--- config.mk ---
export PLATFORM = sky130hd
export DESIGN_NAME = rss_strap_sampler
export DESIGN_NICKNAME = d
export VERILOG_FILES = /design/src/rtl/rss_pkg.sv /design/src/rtl/rss_sync2.sv /design/src/rtl/rss_strap_sampler.sv
export VERILOG_INCLUDE_DIRS = /design/src /design/src/rtl
export SDC_FILE = /design/constraint.sdc
export NUM_CORES = 1
export LEC_CHECK = 0
export BUFFER_PORTS_ARGS = -buffer_cell sky130_fd_sc_hd__buf_2
export CORE_ASPECT_RATIO = 0.8
export CORE_MARGIN = 2
export CORE_UTILIZATION = 35
export DETAILED_ROUTE_END_ITERATION = 16
export HOLD_SLACK_MARGIN = 0.05
export PLACE_DENSITY_LB_ADDON = 0.3
export REMOVE_ABC_BUFFERS = 1
export SLEW_MARGIN = 30
export SYNTH_ARGS = -nofsm -noshare
export SYNTH_HDL_FRONTEND = slang
export SYNTH_SLANG_ARGS = --single-unit
--- constraint.sdc ---
create_clock -name clk -period 5.6 [get_ports clk]
set_clock_uncertainty 0.15 [all_clocks]
set_input_delay 0.28 -clock clk [delete_from_list [all_inputs] [get_ports clk]]
set_output_delay 0.28 -clock clk [all_outputs]
set_load 0.1 [all_outputs]
--- src/rtl/rss_strap_map.svh ---
`ifndef RSS_STRAP_MAP_SVH
`define RSS_STRAP_MAP_SVH

// Strap bit positions inside the latched strap vector
`define RSS_BIT_BOOT 0
`define RSS_BIT_IRQ 1
`define RSS_BIT_LINKW 2
`define RSS_BIT_SYSWE 3
`define RSS_BIT_TM1 4
`define RSS_BIT_TM2 5
`define RSS_BIT_TM3 6
`define RSS_NUM_STRAPS 7

// Default strap levels given by the reset-time pulls (TM pins pulled up)
`define RSS_STRAP_DEFAULT 7'h70

// Reset-time pull pattern: pull-down on the first four, pull-up on test pins
`define RSS_RST_PULL_UP 7'h70
`define RSS_RST_PULL_DN 7'h0f
// Normal-operation pull pattern: pull-up on boot-select and bus-lock only
`define RSS_RUN_PULL_UP 7'h09
`define RSS_RUN_PULL_DN 7'h00

// Last settle count before handing pins back to their normal function (settle lasts five cycles)
`define RSS_SETTLE_CYCLES 4'h4

// APB register byte offsets
`define RSS_ADDR_STATUS 12'h000
`define RSS_ADDR_SYSCFG 12'h004
`define RSS_ADDR_MEMCFG 12'h008
`define RSS_ADDR_DRIVE 12'h00c
`define RSS_ADDR_LOCK 12'h010

// Reset values
`define RSS_SYSCFG_RESET 32'h0000_0000
`define RSS_MEMCFG_RESET 32'h0000_0000
`define RSS_DRIVE_RESET 5'h00

// Field positions in the status register
`define RSS_STAT_READY 8
`define RSS_STAT_DRIVEN 9

// Processor identifier that owns the boot-select and bus-lock pulls
`define RSS_PULL_OWNER_ID 3'h0

`endif

--- src/rtl/rss_pkg.sv ---
`default_nettype none

package rss_pkg;

  // Phase of the strap sequence around reset release
  typedef enum logic [1:0] {
    RSS_PH_RESET = 2'b00,
    RSS_PH_CAPTURE = 2'b01,
    RSS_PH_SETTLE = 2'b10,
    RSS_PH_RUN = 2'b11
  } rss_phase_t;

endpackage

`default_nettype wire

--- src/rtl/rss_sync2.sv ---
`default_nettype none

// Two-stage synchroniser without reset, so it keeps tracking the pins
// while the block is held in reset and holds their level at release.
module rss_sync2 #(
  parameter int WIDTH = 7
) (
  input wire logic clk,
  input wire logic [WIDTH-1:0] async_in,
  output logic [WIDTH-1:0] sync_out
);

  logic [WIDTH-1:0] meta;

  // First stage feeds only the second
  genvar i;
  generate
    for (i = 0; i < WIDTH; i++)
    begin : g_bit
      always_ff @(posedge clk)
      begin
        meta[i] <= async_in[i];
        sync_out[i] <= meta[i];
      end
    end
  endgenerate

endmodule

`default_nettype wire

--- src/rtl/rss_strap_sampler.sv ---
// Added by the designer: the APB slave port and the register addresses.
`default_nettype none
`include "rss_strap_map.svh"

// Operation
// RULE1 - During reset all strap pins are inputs
// RULE2 - Latch every strap level at reset release
// RULE3 - Soon after release, pins resume normal use
// RULE4 - Internal pulls give default when undriven
// RULE5 - Boot strap: ROM boot or wait external
// RULE6 - Interrupt strap: disabled edge or enabled level
// RULE7 - Link width strap: 1-bit or 4-bit receive
// RULE8 - Lock strap: config registers write-once or always
// RULE9 - Board never overdrives the test-mode straps
// RULE10 - Pad pulls switch, driven pins enabled after reset
// RULE11 - Boot-select, bus-lock pulls only for identifier zero
// RULE12 - Latched straps constant until next reset
module rss_strap_sampler #(
  parameter int SETTLE_WIDTH = 4,
  parameter int ID_WIDTH = 3
) (
  input wire logic clk,
  input wire logic rst_b,
  // APB slave
  input wire logic psel,
  input wire logic penable,
  input wire logic pwrite,
  input wire logic [11:0] paddr,
  input wire logic [31:0] pwdata,
  output logic [31:0] prdata,
  output logic pready,
  output logic pslverr,
  // Processor identifier pins
  input wire logic [ID_WIDTH-1:0] proc_id,
  // Shared strap pins
  input wire logic boot_memory_select_pin_in,
  input wire logic bus_master_pin_in,
  input wire logic timer_expired_pin_in,
  input wire logic bus_lock_pin_in,
  input wire logic link1_block_complete_out_in,
  input wire logic link2_block_complete_out_in,
  input wire logic link3_block_complete_out_in,
  output logic bus_master_pin_out,
  output logic bus_master_pin_oe,
  output logic timer_expired_pin_out,
  output logic timer_expired_pin_oe,
  output logic link1_block_complete_out_out,
  output logic link1_block_complete_out_oe,
  output logic link2_block_complete_out_out,
  output logic link2_block_complete_out_oe,
  output logic link3_block_complete_out_out,
  output logic link3_block_complete_out_oe,
  // Pad pull controls, indexed by strap bit position
  output logic [`RSS_NUM_STRAPS-1:0] pad_pull_up_en,
  output logic [`RSS_NUM_STRAPS-1:0] pad_pull_dn_en,
  // Decoded settings
  output logic boot_wait_external,
  output logic irq_enable,
  output logic irq_level_sensitive,
  output logic link_rx_width_4bit,
  output logic sysreg_always_writable,
  output logic [2:0] test_mode,
  output logic config_ready,
  output logic [31:0] system_config_register,
  output logic [31:0] memory_ctrl_config_register
);

  import rss_pkg::*;

  logic [`RSS_NUM_STRAPS-1:0] pins_raw;
  logic [`RSS_NUM_STRAPS-1:0] pins_sync;
  logic [ID_WIDTH-1:0] id_sync;
  logic [ID_WIDTH-1:0] id_meta;
  logic [`RSS_NUM_STRAPS-1:0] strap;
  rss_phase_t phase;
  rss_phase_t next_phase;
  logic [SETTLE_WIDTH-1:0] settle_cnt;
  logic [4:0] drive_val;
  logic sys_written;
  logic mem_written;
  logic pull_owner;
  logic pins_driven;
  logic apb_access;
  logic apb_commit;
  logic addr_ok;
  logic wr_blocked;
  logic [31:0] rd_mux;

  // Gather the pins in strap bit order
  assign pins_raw[`RSS_BIT_BOOT] = boot_memory_select_pin_in;
  assign pins_raw[`RSS_BIT_IRQ] = bus_master_pin_in;
  assign pins_raw[`RSS_BIT_LINKW] = timer_expired_pin_in;
  assign pins_raw[`RSS_BIT_SYSWE] = bus_lock_pin_in;
  assign pins_raw[`RSS_BIT_TM1] = link1_block_complete_out_in;
  assign pins_raw[`RSS_BIT_TM2] = link2_block_complete_out_in;
  assign pins_raw[`RSS_BIT_TM3] = link3_block_complete_out_in;

  // Pins come from the board, so they cross into clk first; the
  // synchroniser keeps running during reset so its output is live at release
  rss_sync2 #(
    .WIDTH(`RSS_NUM_STRAPS)
  ) u_pin_sync (
    .clk(clk),
    .async_in(pins_raw),
    .sync_out(pins_sync)
  );

  // Identifier pins: same two-stage crossing, no reset for the same reason
  always_ff @(posedge clk)
  begin
    id_meta <= proc_id;
    id_sync <= id_meta;
  end

  // Only the identifier-zero part owns the shared pulls; flop has no reset
  // because its value must follow the pins while reset is still held
  always_ff @(posedge clk)
  begin
    pull_owner <= (id_sync == `RSS_PULL_OWNER_ID); // RULE11
  end

  // Phase sequencing: reset -> capture -> settle -> run
  always_comb
  begin
    next_phase = phase;
    case (phase)
      RSS_PH_RESET: next_phase = RSS_PH_CAPTURE;
      RSS_PH_CAPTURE: next_phase = RSS_PH_SETTLE;
      RSS_PH_SETTLE:
      begin
        if (settle_cnt == SETTLE_WIDTH'(`RSS_SETTLE_CYCLES))
          next_phase = RSS_PH_RUN; // RULE3
      end
      RSS_PH_RUN: next_phase = RSS_PH_RUN;
      default: next_phase = RSS_PH_RESET;
    endcase
  end

  always_ff @(posedge clk or negedge rst_b)
  begin
    if (!rst_b)
      phase <= RSS_PH_RESET;
    else
      phase <= next_phase;
  end

  // Settle counter gives the pads time before they turn into drivers
  always_ff @(posedge clk or negedge rst_b)
  begin
    if (!rst_b)
      settle_cnt <= '0;
    else if (phase == RSS_PH_SETTLE)
      settle_cnt <= settle_cnt + SETTLE_WIDTH'(1);
  end

  // Strap latch: defaults while in reset, loaded once at the first edge
  // after release and never again until the next reset
  always_ff @(posedge clk or negedge rst_b)
  begin
    if (!rst_b)
      strap <= `RSS_STRAP_DEFAULT; // RULE4
    else if (phase == RSS_PH_RESET)
      strap <= pins_sync; // RULE2 RULE12
  end

  // Decoded settings follow the latched straps
  always_ff @(posedge clk or negedge rst_b)
  begin
    if (!rst_b)
    begin
      boot_wait_external <= 1'b0;
      irq_enable <= 1'b0;
      irq_level_sensitive <= 1'b0;
      link_rx_width_4bit <= 1'b0;
      sysreg_always_writable <= 1'b0;
      test_mode <= 3'h0;
    end
    else
    begin
      boot_wait_external <= strap[`RSS_BIT_BOOT]; // RULE5
      irq_enable <= strap[`RSS_BIT_IRQ]; // RULE6
      irq_level_sensitive <= strap[`RSS_BIT_IRQ]; // RULE6
      link_rx_width_4bit <= strap[`RSS_BIT_LINKW]; // RULE7
      sysreg_always_writable <= strap[`RSS_BIT_SYSWE]; // RULE8
      // Board keeps these at their pulled-up default
      test_mode <= strap[`RSS_BIT_TM3:`RSS_BIT_TM1]; // RULE9
    end
  end

  // Ready once the pins have gone back to normal use
  always_ff @(posedge clk or negedge rst_b)
  begin
    if (!rst_b)
      config_ready <= 1'b0;
    else
      config_ready <= (next_phase == RSS_PH_RUN);
  end

  // Pins stay inputs until the run phase, then the five outputs drive
  always_ff @(posedge clk or negedge rst_b)
  begin
    if (!rst_b)
      pins_driven <= 1'b0; // RULE1
    else
      pins_driven <= (next_phase == RSS_PH_RUN); // RULE3 RULE10
  end

  // Output enables and levels of the driven pins
  always_ff @(posedge clk or negedge rst_b)
  begin
    if (!rst_b)
    begin
      bus_master_pin_oe <= 1'b0; // RULE1
      timer_expired_pin_oe <= 1'b0;
      link1_block_complete_out_oe <= 1'b0;
      link2_block_complete_out_oe <= 1'b0;
      link3_block_complete_out_oe <= 1'b0;
      bus_master_pin_out <= 1'b0;
      timer_expired_pin_out <= 1'b0;
      link1_block_complete_out_out <= 1'b0;
      link2_block_complete_out_out <= 1'b0;
      link3_block_complete_out_out <= 1'b0;
    end
    else
    begin
      bus_master_pin_oe <= (next_phase == RSS_PH_RUN); // RULE10
      timer_expired_pin_oe <= (next_phase == RSS_PH_RUN);
      link1_block_complete_out_oe <= (next_phase == RSS_PH_RUN);
      link2_block_complete_out_oe <= (next_phase == RSS_PH_RUN);
      link3_block_complete_out_oe <= (next_phase == RSS_PH_RUN);
      bus_master_pin_out <= drive_val[0];
      timer_expired_pin_out <= drive_val[1];
      link1_block_complete_out_out <= drive_val[2];
      link2_block_complete_out_out <= drive_val[3];
      link3_block_complete_out_out <= drive_val[4];
    end
  end

  // Pull controls; no async reset so the owner gating holds in reset too.
  // Boot-select and bus-lock pulls are masked for non-owner identifiers.
  always_ff @(posedge clk)
  begin
    if (!pins_driven)
    begin
      pad_pull_up_en <= `RSS_RST_PULL_UP; // RULE4
      pad_pull_dn_en <= `RSS_RST_PULL_DN;
      pad_pull_dn_en[`RSS_BIT_BOOT] <= pull_owner; // RULE11
      pad_pull_dn_en[`RSS_BIT_SYSWE] <= pull_owner;
    end
    else
    begin
      pad_pull_up_en <= `RSS_RUN_PULL_UP; // RULE10
      pad_pull_dn_en <= `RSS_RUN_PULL_DN;
      pad_pull_up_en[`RSS_BIT_BOOT] <= pull_owner; // RULE11
      pad_pull_up_en[`RSS_BIT_SYSWE] <= pull_owner;
    end
  end

  // APB decode; one wait state so read data comes from a flop
  assign apb_access = psel && penable && !pready;
  assign apb_commit = psel && penable && pready;

  always_comb
  begin
    addr_ok = 1'b1;
    rd_mux = 32'h0000_0000;
    case (paddr)
      `RSS_ADDR_STATUS:
      begin
        rd_mux[`RSS_NUM_STRAPS-1:0] = strap;
        rd_mux[`RSS_STAT_READY] = config_ready;
        rd_mux[`RSS_STAT_DRIVEN] = pins_driven;
      end
      `RSS_ADDR_SYSCFG: rd_mux = system_config_register;
      `RSS_ADDR_MEMCFG: rd_mux = memory_ctrl_config_register;
      `RSS_ADDR_DRIVE: rd_mux[4:0] = drive_val;
      `RSS_ADDR_LOCK: rd_mux[1:0] = {mem_written, sys_written};
      default: addr_ok = 1'b0;
    endcase
  end

  // Writes to the config pair are refused before run and, with the lock
  // strap low, after the first accepted write; read-only ones are refused
  always_comb
  begin
    wr_blocked = 1'b0;
    case (paddr)
      `RSS_ADDR_SYSCFG:
        wr_blocked = !config_ready || (!sysreg_always_writable && sys_written); // RULE8
      `RSS_ADDR_MEMCFG:
        wr_blocked = !config_ready || (!sysreg_always_writable && mem_written); // RULE8
      `RSS_ADDR_STATUS: wr_blocked = 1'b1;
      `RSS_ADDR_LOCK: wr_blocked = 1'b1;
      default: wr_blocked = 1'b0;
    endcase
  end

  // Handshake outputs
  always_ff @(posedge clk or negedge rst_b)
  begin
    if (!rst_b)
    begin
      pready <= 1'b0;
      pslverr <= 1'b0;
      prdata <= 32'h0000_0000;
    end
    else
    begin
      pready <= apb_access;
      pslverr <= apb_access && (!addr_ok || (pwrite && wr_blocked));
      prdata <= (apb_access && !pwrite) ? rd_mux : 32'h0000_0000;
    end
  end

  // Config registers and their write-once flags; a write lands only at
  // the completing edge so a refused write leaves no trace
  always_ff @(posedge clk or negedge rst_b)
  begin
    if (!rst_b)
    begin
      system_config_register <= `RSS_SYSCFG_RESET;
      memory_ctrl_config_register <= `RSS_MEMCFG_RESET;
      sys_written <= 1'b0;
      mem_written <= 1'b0;
    end
    else if (apb_commit && pwrite && !wr_blocked)
    begin
      if (paddr == `RSS_ADDR_SYSCFG)
      begin
        system_config_register <= pwdata;
        sys_written <= 1'b1; // RULE8
      end
      if (paddr == `RSS_ADDR_MEMCFG)
      begin
        memory_ctrl_config_register <= pwdata;
        mem_written <= 1'b1; // RULE8
      end
    end
  end

  // Normal-function output levels for the five driven pins
  always_ff @(posedge clk or negedge rst_b)
  begin
    if (!rst_b)
      drive_val <= `RSS_DRIVE_RESET;
    else if (apb_commit && pwrite && paddr == `RSS_ADDR_DRIVE)
      drive_val <= pwdata[4:0];
  end

endmodule

`default_nettype wire

# ---- After elaboration in Yosys (flattened, before gate mapping)
# Index checks and enable logic that the tools add are counted.
dict set report word_totals {
  output_inout_bits 131
  regBits 164
  input_bits 59
}
dict set report classes {
  muxes 13
  n_addsub 1
  eq_ne 9
  reduce_logical 27
}
# cell count
set op_table {}
lappend op_table {{$pmux 22 s2} 1}
lappend op_table {{$mux 32} 1}
lappend op_table {{$eq 12x4->1 const B} 2}
lappend op_table {{$eq 12x3->1 const B} 1}
lappend op_table {{$eq 12x5->1 const B} 1}
lappend op_table {{$logic_not 12->1} 1}
lappend op_table {{$pmux 2 s3} 2}
lappend op_table {{$pmux 3 s4} 1}
lappend op_table {{$logic_and 1x1->1} 11}
lappend op_table {{$pmux 2 s5} 1}
lappend op_table {{$pmux 2 s4} 1}
lappend op_table {{$mux 7} 1}
lappend op_table {{$eq 2x2->1 const B} 3}
lappend op_table {{$logic_not 1->1} 6}
lappend op_table {{$reduce_or 5->1} 1}
lappend op_table {{$add 4x1->4 const B} 1}
lappend op_table {{$eq 4x3->1 const B} 1}
lappend op_table {{$reduce_and 2->1} 2}
lappend op_table {{$logic_not 3->1} 1}
lappend op_table {{$logic_or 1x1->1} 3}
lappend op_table {{$mux 3} 1}
lappend op_table {{$pmux 1 s3} 1}
lappend op_table {{$eq 2x1->1 const B} 1}
lappend op_table {{$logic_not 2->1} 1}
lappend op_table {{4 further kinds} 4}

# ---- Depth between registers and ports, before layout
dict set report depth {
  ltp_word 7
  depth_mapped 7
  mapped_depth_nobuf 5
}

# ---- Hierarchy
# From an unflattened synthesis, not the netlist that was laid out.
dict set report unflattened {
  hier_cells 406
  hier_area_um2 5748.0
}
# module instances area_per_inst_um2 cells_per_inst
set modules_own_cells {}
lappend modules_own_cells {rss_strap_sampler 1 5467.7 392}
lappend modules_own_cells {rss_sync2 1 280.3 14}

# ---- Worst setup path after synthesis
# Ideal clock, no wire load.
dict set report synth_path {
  path_kind {reg2reg}
  start {register link3_block_complete_out_oe (netlist name)}
  end {register memory_ctrl_config_register[10]}
  slack_ns 3.018
  arrival_ns 2.307
  path_buffers 1
  stages_incl_launch_ff 6
  t_required_ns 5.324
  path_cell_list {dfrtp_1 > inv_1 > nor4b_4 > nand3b_2 > buf_6 > mux2_2}
}
# item line_no
set synth_lines {}
lappend synth_lines {{end signal: assignment} rss_strap_sampler.sv:322} ;# memory_ctrl_config_register <= `RSS_MEMCFG_RESET;
lappend synth_lines {{end signal: assignment} rss_strap_sampler.sv:335} ;# memory_ctrl_config_register <= pwdata;
lappend synth_lines {{end: declaration} rss_strap_sampler.sv:65} ;# output logic [31:0] memory_ctrl_config_register

# ---- Worst setup path after layout
dict set report layout_path {
  start {input paddr[0]}
  end {register system_config_register[28]}
}
dict set report layout_between {
  elab_chain_cells 6
  word_cells_on_any_way 9
}
# item line_no
set layout_lines {}
lappend layout_lines {{start: declaration} rss_strap_sampler.sv:28} ;# input wire logic [11:0] paddr,
lappend layout_lines {{$eq 12x5->1 / $logic_not 12->1 (equally long branches)} rss_strap_sampler.sv:287} ;# case (paddr)
lappend layout_lines {{$reduce_or 2->1 (no line)} -}
lappend layout_lines {{$pmux 1 s3} rss_strap_sampler.sv:287}
lappend layout_lines {{$logic_not 1->1} rss_strap_sampler.sv:326} ;# else if (apb_commit && pwrite && !wr_blocked)
lappend layout_lines {{$logic_and 1x1->1} rss_strap_sampler.sv:326}
lappend layout_lines {{$reduce_and 2->1 (no line) *} -}
lappend layout_lines {{end signal: assignment} rss_strap_sampler.sv:321} ;# system_config_register <= `RSS_SYSCFG_RESET;
lappend layout_lines {{end signal: assignment} rss_strap_sampler.sv:330} ;# system_config_register <= pwdata;
lappend layout_lines {{end: declaration} rss_strap_sampler.sv:64} ;# output logic [31:0] system_config_register,
# Every way passes the cells marked *; elsewhere a longest branch is shown, timed or not.
# A chain may end at the register's enable or synchronous reset.

==> flow_summary.yaml <==
run_status:
  status: "finished clean"
flow_run:
  maxCapViolCount: 0
grt:
  grt_usage: 0.1670
  grt_max_degree: 70
  grt_first_pass_wirelength_um: 22360
  grt_pass1_vias: 4144
  antenna_found_initial: 0
  grt_overflow: 0
critical_path:
  worstSetupPathType: "in -> reg"
  crit_fanout: 32
  reg2reg_slack_ns: 2.95
  path_buf_inv: 3
  cpMaxStageDelayCell: "nand4_4"
  crit_chain: "dlygate4sd3_1 > buf_2 > or3_1 > nor4_4 > buf_4 > mux2i_1 > nand4_4 > mux2_2"
  start_kind: "input pin"
  required_ns: 5.75
  startpoint: "paddr[0]"
  cp_top_family: "simple AND/OR/NAND/NOR gates"
  slowest_delay_ns: 0.67
  arrival_ns: 3.83
  cp-end-kind: "flop"
  r2r_start: "link3_block_complete_out_oe"
clock_tree:
  cts_max_path_buffers: 2
  cts-htree-levels: 4
  cts_made_buffers: 17
  path_clk_slew_ns: 0.07
  tritoncts: "yes"
  clockRootBuffer: "clkbuf_16"
  cts.sinks: 155
  clkLatencyLatePin_ns: 0.42
  cts_setup_buffers: 0
logic_synthesis:
  synth_edf_count: 0
  yosys.area.top_type_share: 0.5557
  synth_area_leaders: "dfrtp_1 (56%), mux2_2 (15%), dfxtp_1 (8.3%), a22oi_1 (3.1%), buf_4 (2.2%)"
  synth_ff_type: "dfrtp_1"
  syn_area_um2: 5764
  syn_inst: 406
  ys_warn_count: 0
  synth_common_cells: "dfrtp_1 (128), mux2_2 (76), nor2_1 (33), a22oi_1 (24), dfxtp_1 (24)"
  synth_cell_types: 43
  yosys.area.top_type: "dfrtp_1"
  avgSynthCellArea_um2: 14.20
  ys_seq_area_frac: 0.6527
  yosysMostFrequentCell: "dfrtp_1"
  async_flop_share: 0.8452
  synth-seq-cells: 155
floorplan:
  start_util: 0.3613
  rows: 41
  die_area_um2: 17520
  die_h_um: 118.8
  io_pins: 190
  die_x_um: 147.5
  core_um2: 15950
finish:
  utilization: 0.4937
  drive_gt1_frac: 0.4860
  nets: 692
  syn_to_final_growth_pct: 36.64
  nFillCells: 1431
  diodes: 0
sta:
  fin_crit_ns: 3.680
  final_hold_viol_count: 0
  finalMaxSlewViolations: 0
  hold_ws_ns: 0.1606
  clock.fmax_mhz: 271.7
  setup_viol: 0
  worstMarginPinSlew_ns: 0.8403
  rsz0062_at_grt: "false"
  post-route-period-util: 0.6572
  maxSlewHeadroom: 0.4398
placement:
  gp_congestion: 0.8244
  dpl.hpwl_um: 9119
  io_buffers: 184
power_and_ir_drop:
  power_leakage_nw: 4.110
  ir_drop_mv: 0.1827
  power.density_nw_per_um2: 306.8
  power_w: 0.002417
hold_path:
  min_from: "paddr[1]"
  min_path_type: "in -> reg"
route:
  wl_um: 13960
  ant_nets: 0
  wl_per_cell_um: 16.25
  vias: 4064
  viasPerCell: 4.731
  drcViolationCount: 0
  drtIter0Drc: 218
  first_pass_iters: 6
## layer usage
layer	global-route usage	part of all wire
met1	0.2163	0.45
met2	0.2693	0.48
met3	0.05174	0.061
met4	0.05168	0.012
met5	0	0
## path summary, 6_finish.rpt
check | end | cells past startpoint
max | system_config_register[28] | 8
min | sys_written | 3
max reg2reg | system_config_register[28] | 4
min reg2reg | u_pin_sync.sync_out[3] | 0
max in group asynchronous | prdata[14] | 3
min in group asynchronous | prdata[6] | 2
## stage by stage
step / instances / setup WS (ns) / TNS [ns] / cell area, um^2
finish: 859 / 1.920 / 0 / 7876
floorplan: 376 / -0.6275 / -35.33 / 5538
CTS: 859 / 1.712 / 0 / 7864
global route: 859 / 1.692 / 0 / 7876
detailed placement: 778 / 1.772 / 0 / 6765
global placement: 778 / 1.909 / 0 / 6765
## final cells by class
type | count | area (um^2) | share of cell area
inverter | 4 | 15.01 | 0.001906
multi-input combinational | 217 | 1782 | 0.2262
tap | 215 | 269.0 | 0.03415
clock buffer | 19 | 464.2 | 0.05894
clock inverter | 13 | 143.9 | 0.01827
sequential | 155 | 3762 | 0.4777
timing repair buffer | 236 | 1440 | 0.1828
## flip-flops by register name, summed over array words and instances, names as in the netlist, 2 cells and up
signal	flops
strap	7
test_mode	3
prdata	32
settle_cnt	4
drive_val	5
pad_pull_dn_en	2
u_pin_sync.meta	7
system_config_register	32
memory_ctrl_config_register	32
id_sync	3
u_pin_sync.sync_out	7
id_meta	3
phase	2
## cells in the final DEF, fill, tap and decap left out, drive strengths merged, types with 3 or more instances in the layout
cell type    netlist  layout
and2               3       3
inv                4      13
dlygate4sd3        0      49
a222oi             3       3
or3                3       3
dfstp              3       3
a21oi              9       9
dfrtp            128     128
xnor2              3       3
dfxtp             24      24
conb               1       5
nand4              7       7
o21ai              3       3
buf               29     187
nand2             13      13
nor2b              6       6
a22oi             24      24
nor3               4       4
clkinv             0       3
clkbuf             5      19
or2                3       3
mux2              76      76
mux2i              3       3
nor2              34      34
## kinds of logic after synthesis
kind of cell / count (synthesis) / synth area share
other: 1 / 0.0006506
xor gates and xnor gates: 3 / 0.004559
AOI/OAI and AO/OA: 42 / 0.05079
and+or+nand+nor: 84 / 0.08097
DFF: 155 / 0.6527
buffers and inverters: 38 / 0.04450
muxes: 81 / 0.1615
adders and majority gates: 2 / 0.004341
## what timing repair did
item | 4_1_cts | 5_1_grt
resized for setup | 0 | 0
hold buffers | 49 | 0
hold endpoints to repair | 142 | 0
## tightest hold or removal path, stage by stage
cell and delay (ns):
buf_2 0.11, nor3_1 0.09, a31o_2 0.21
## where the power goes
| group | switching (W) | internal, W |
|---|---|---|
| Combinational | 0.0000715 | 0.0000428 |
| Sequential | 0.00000262 | 0.00113 |
| Clock | 0.000502 | 0.000672 |
| Total | 0.000576 | 0.00184 |
Power figures use the tool's default switching activity.
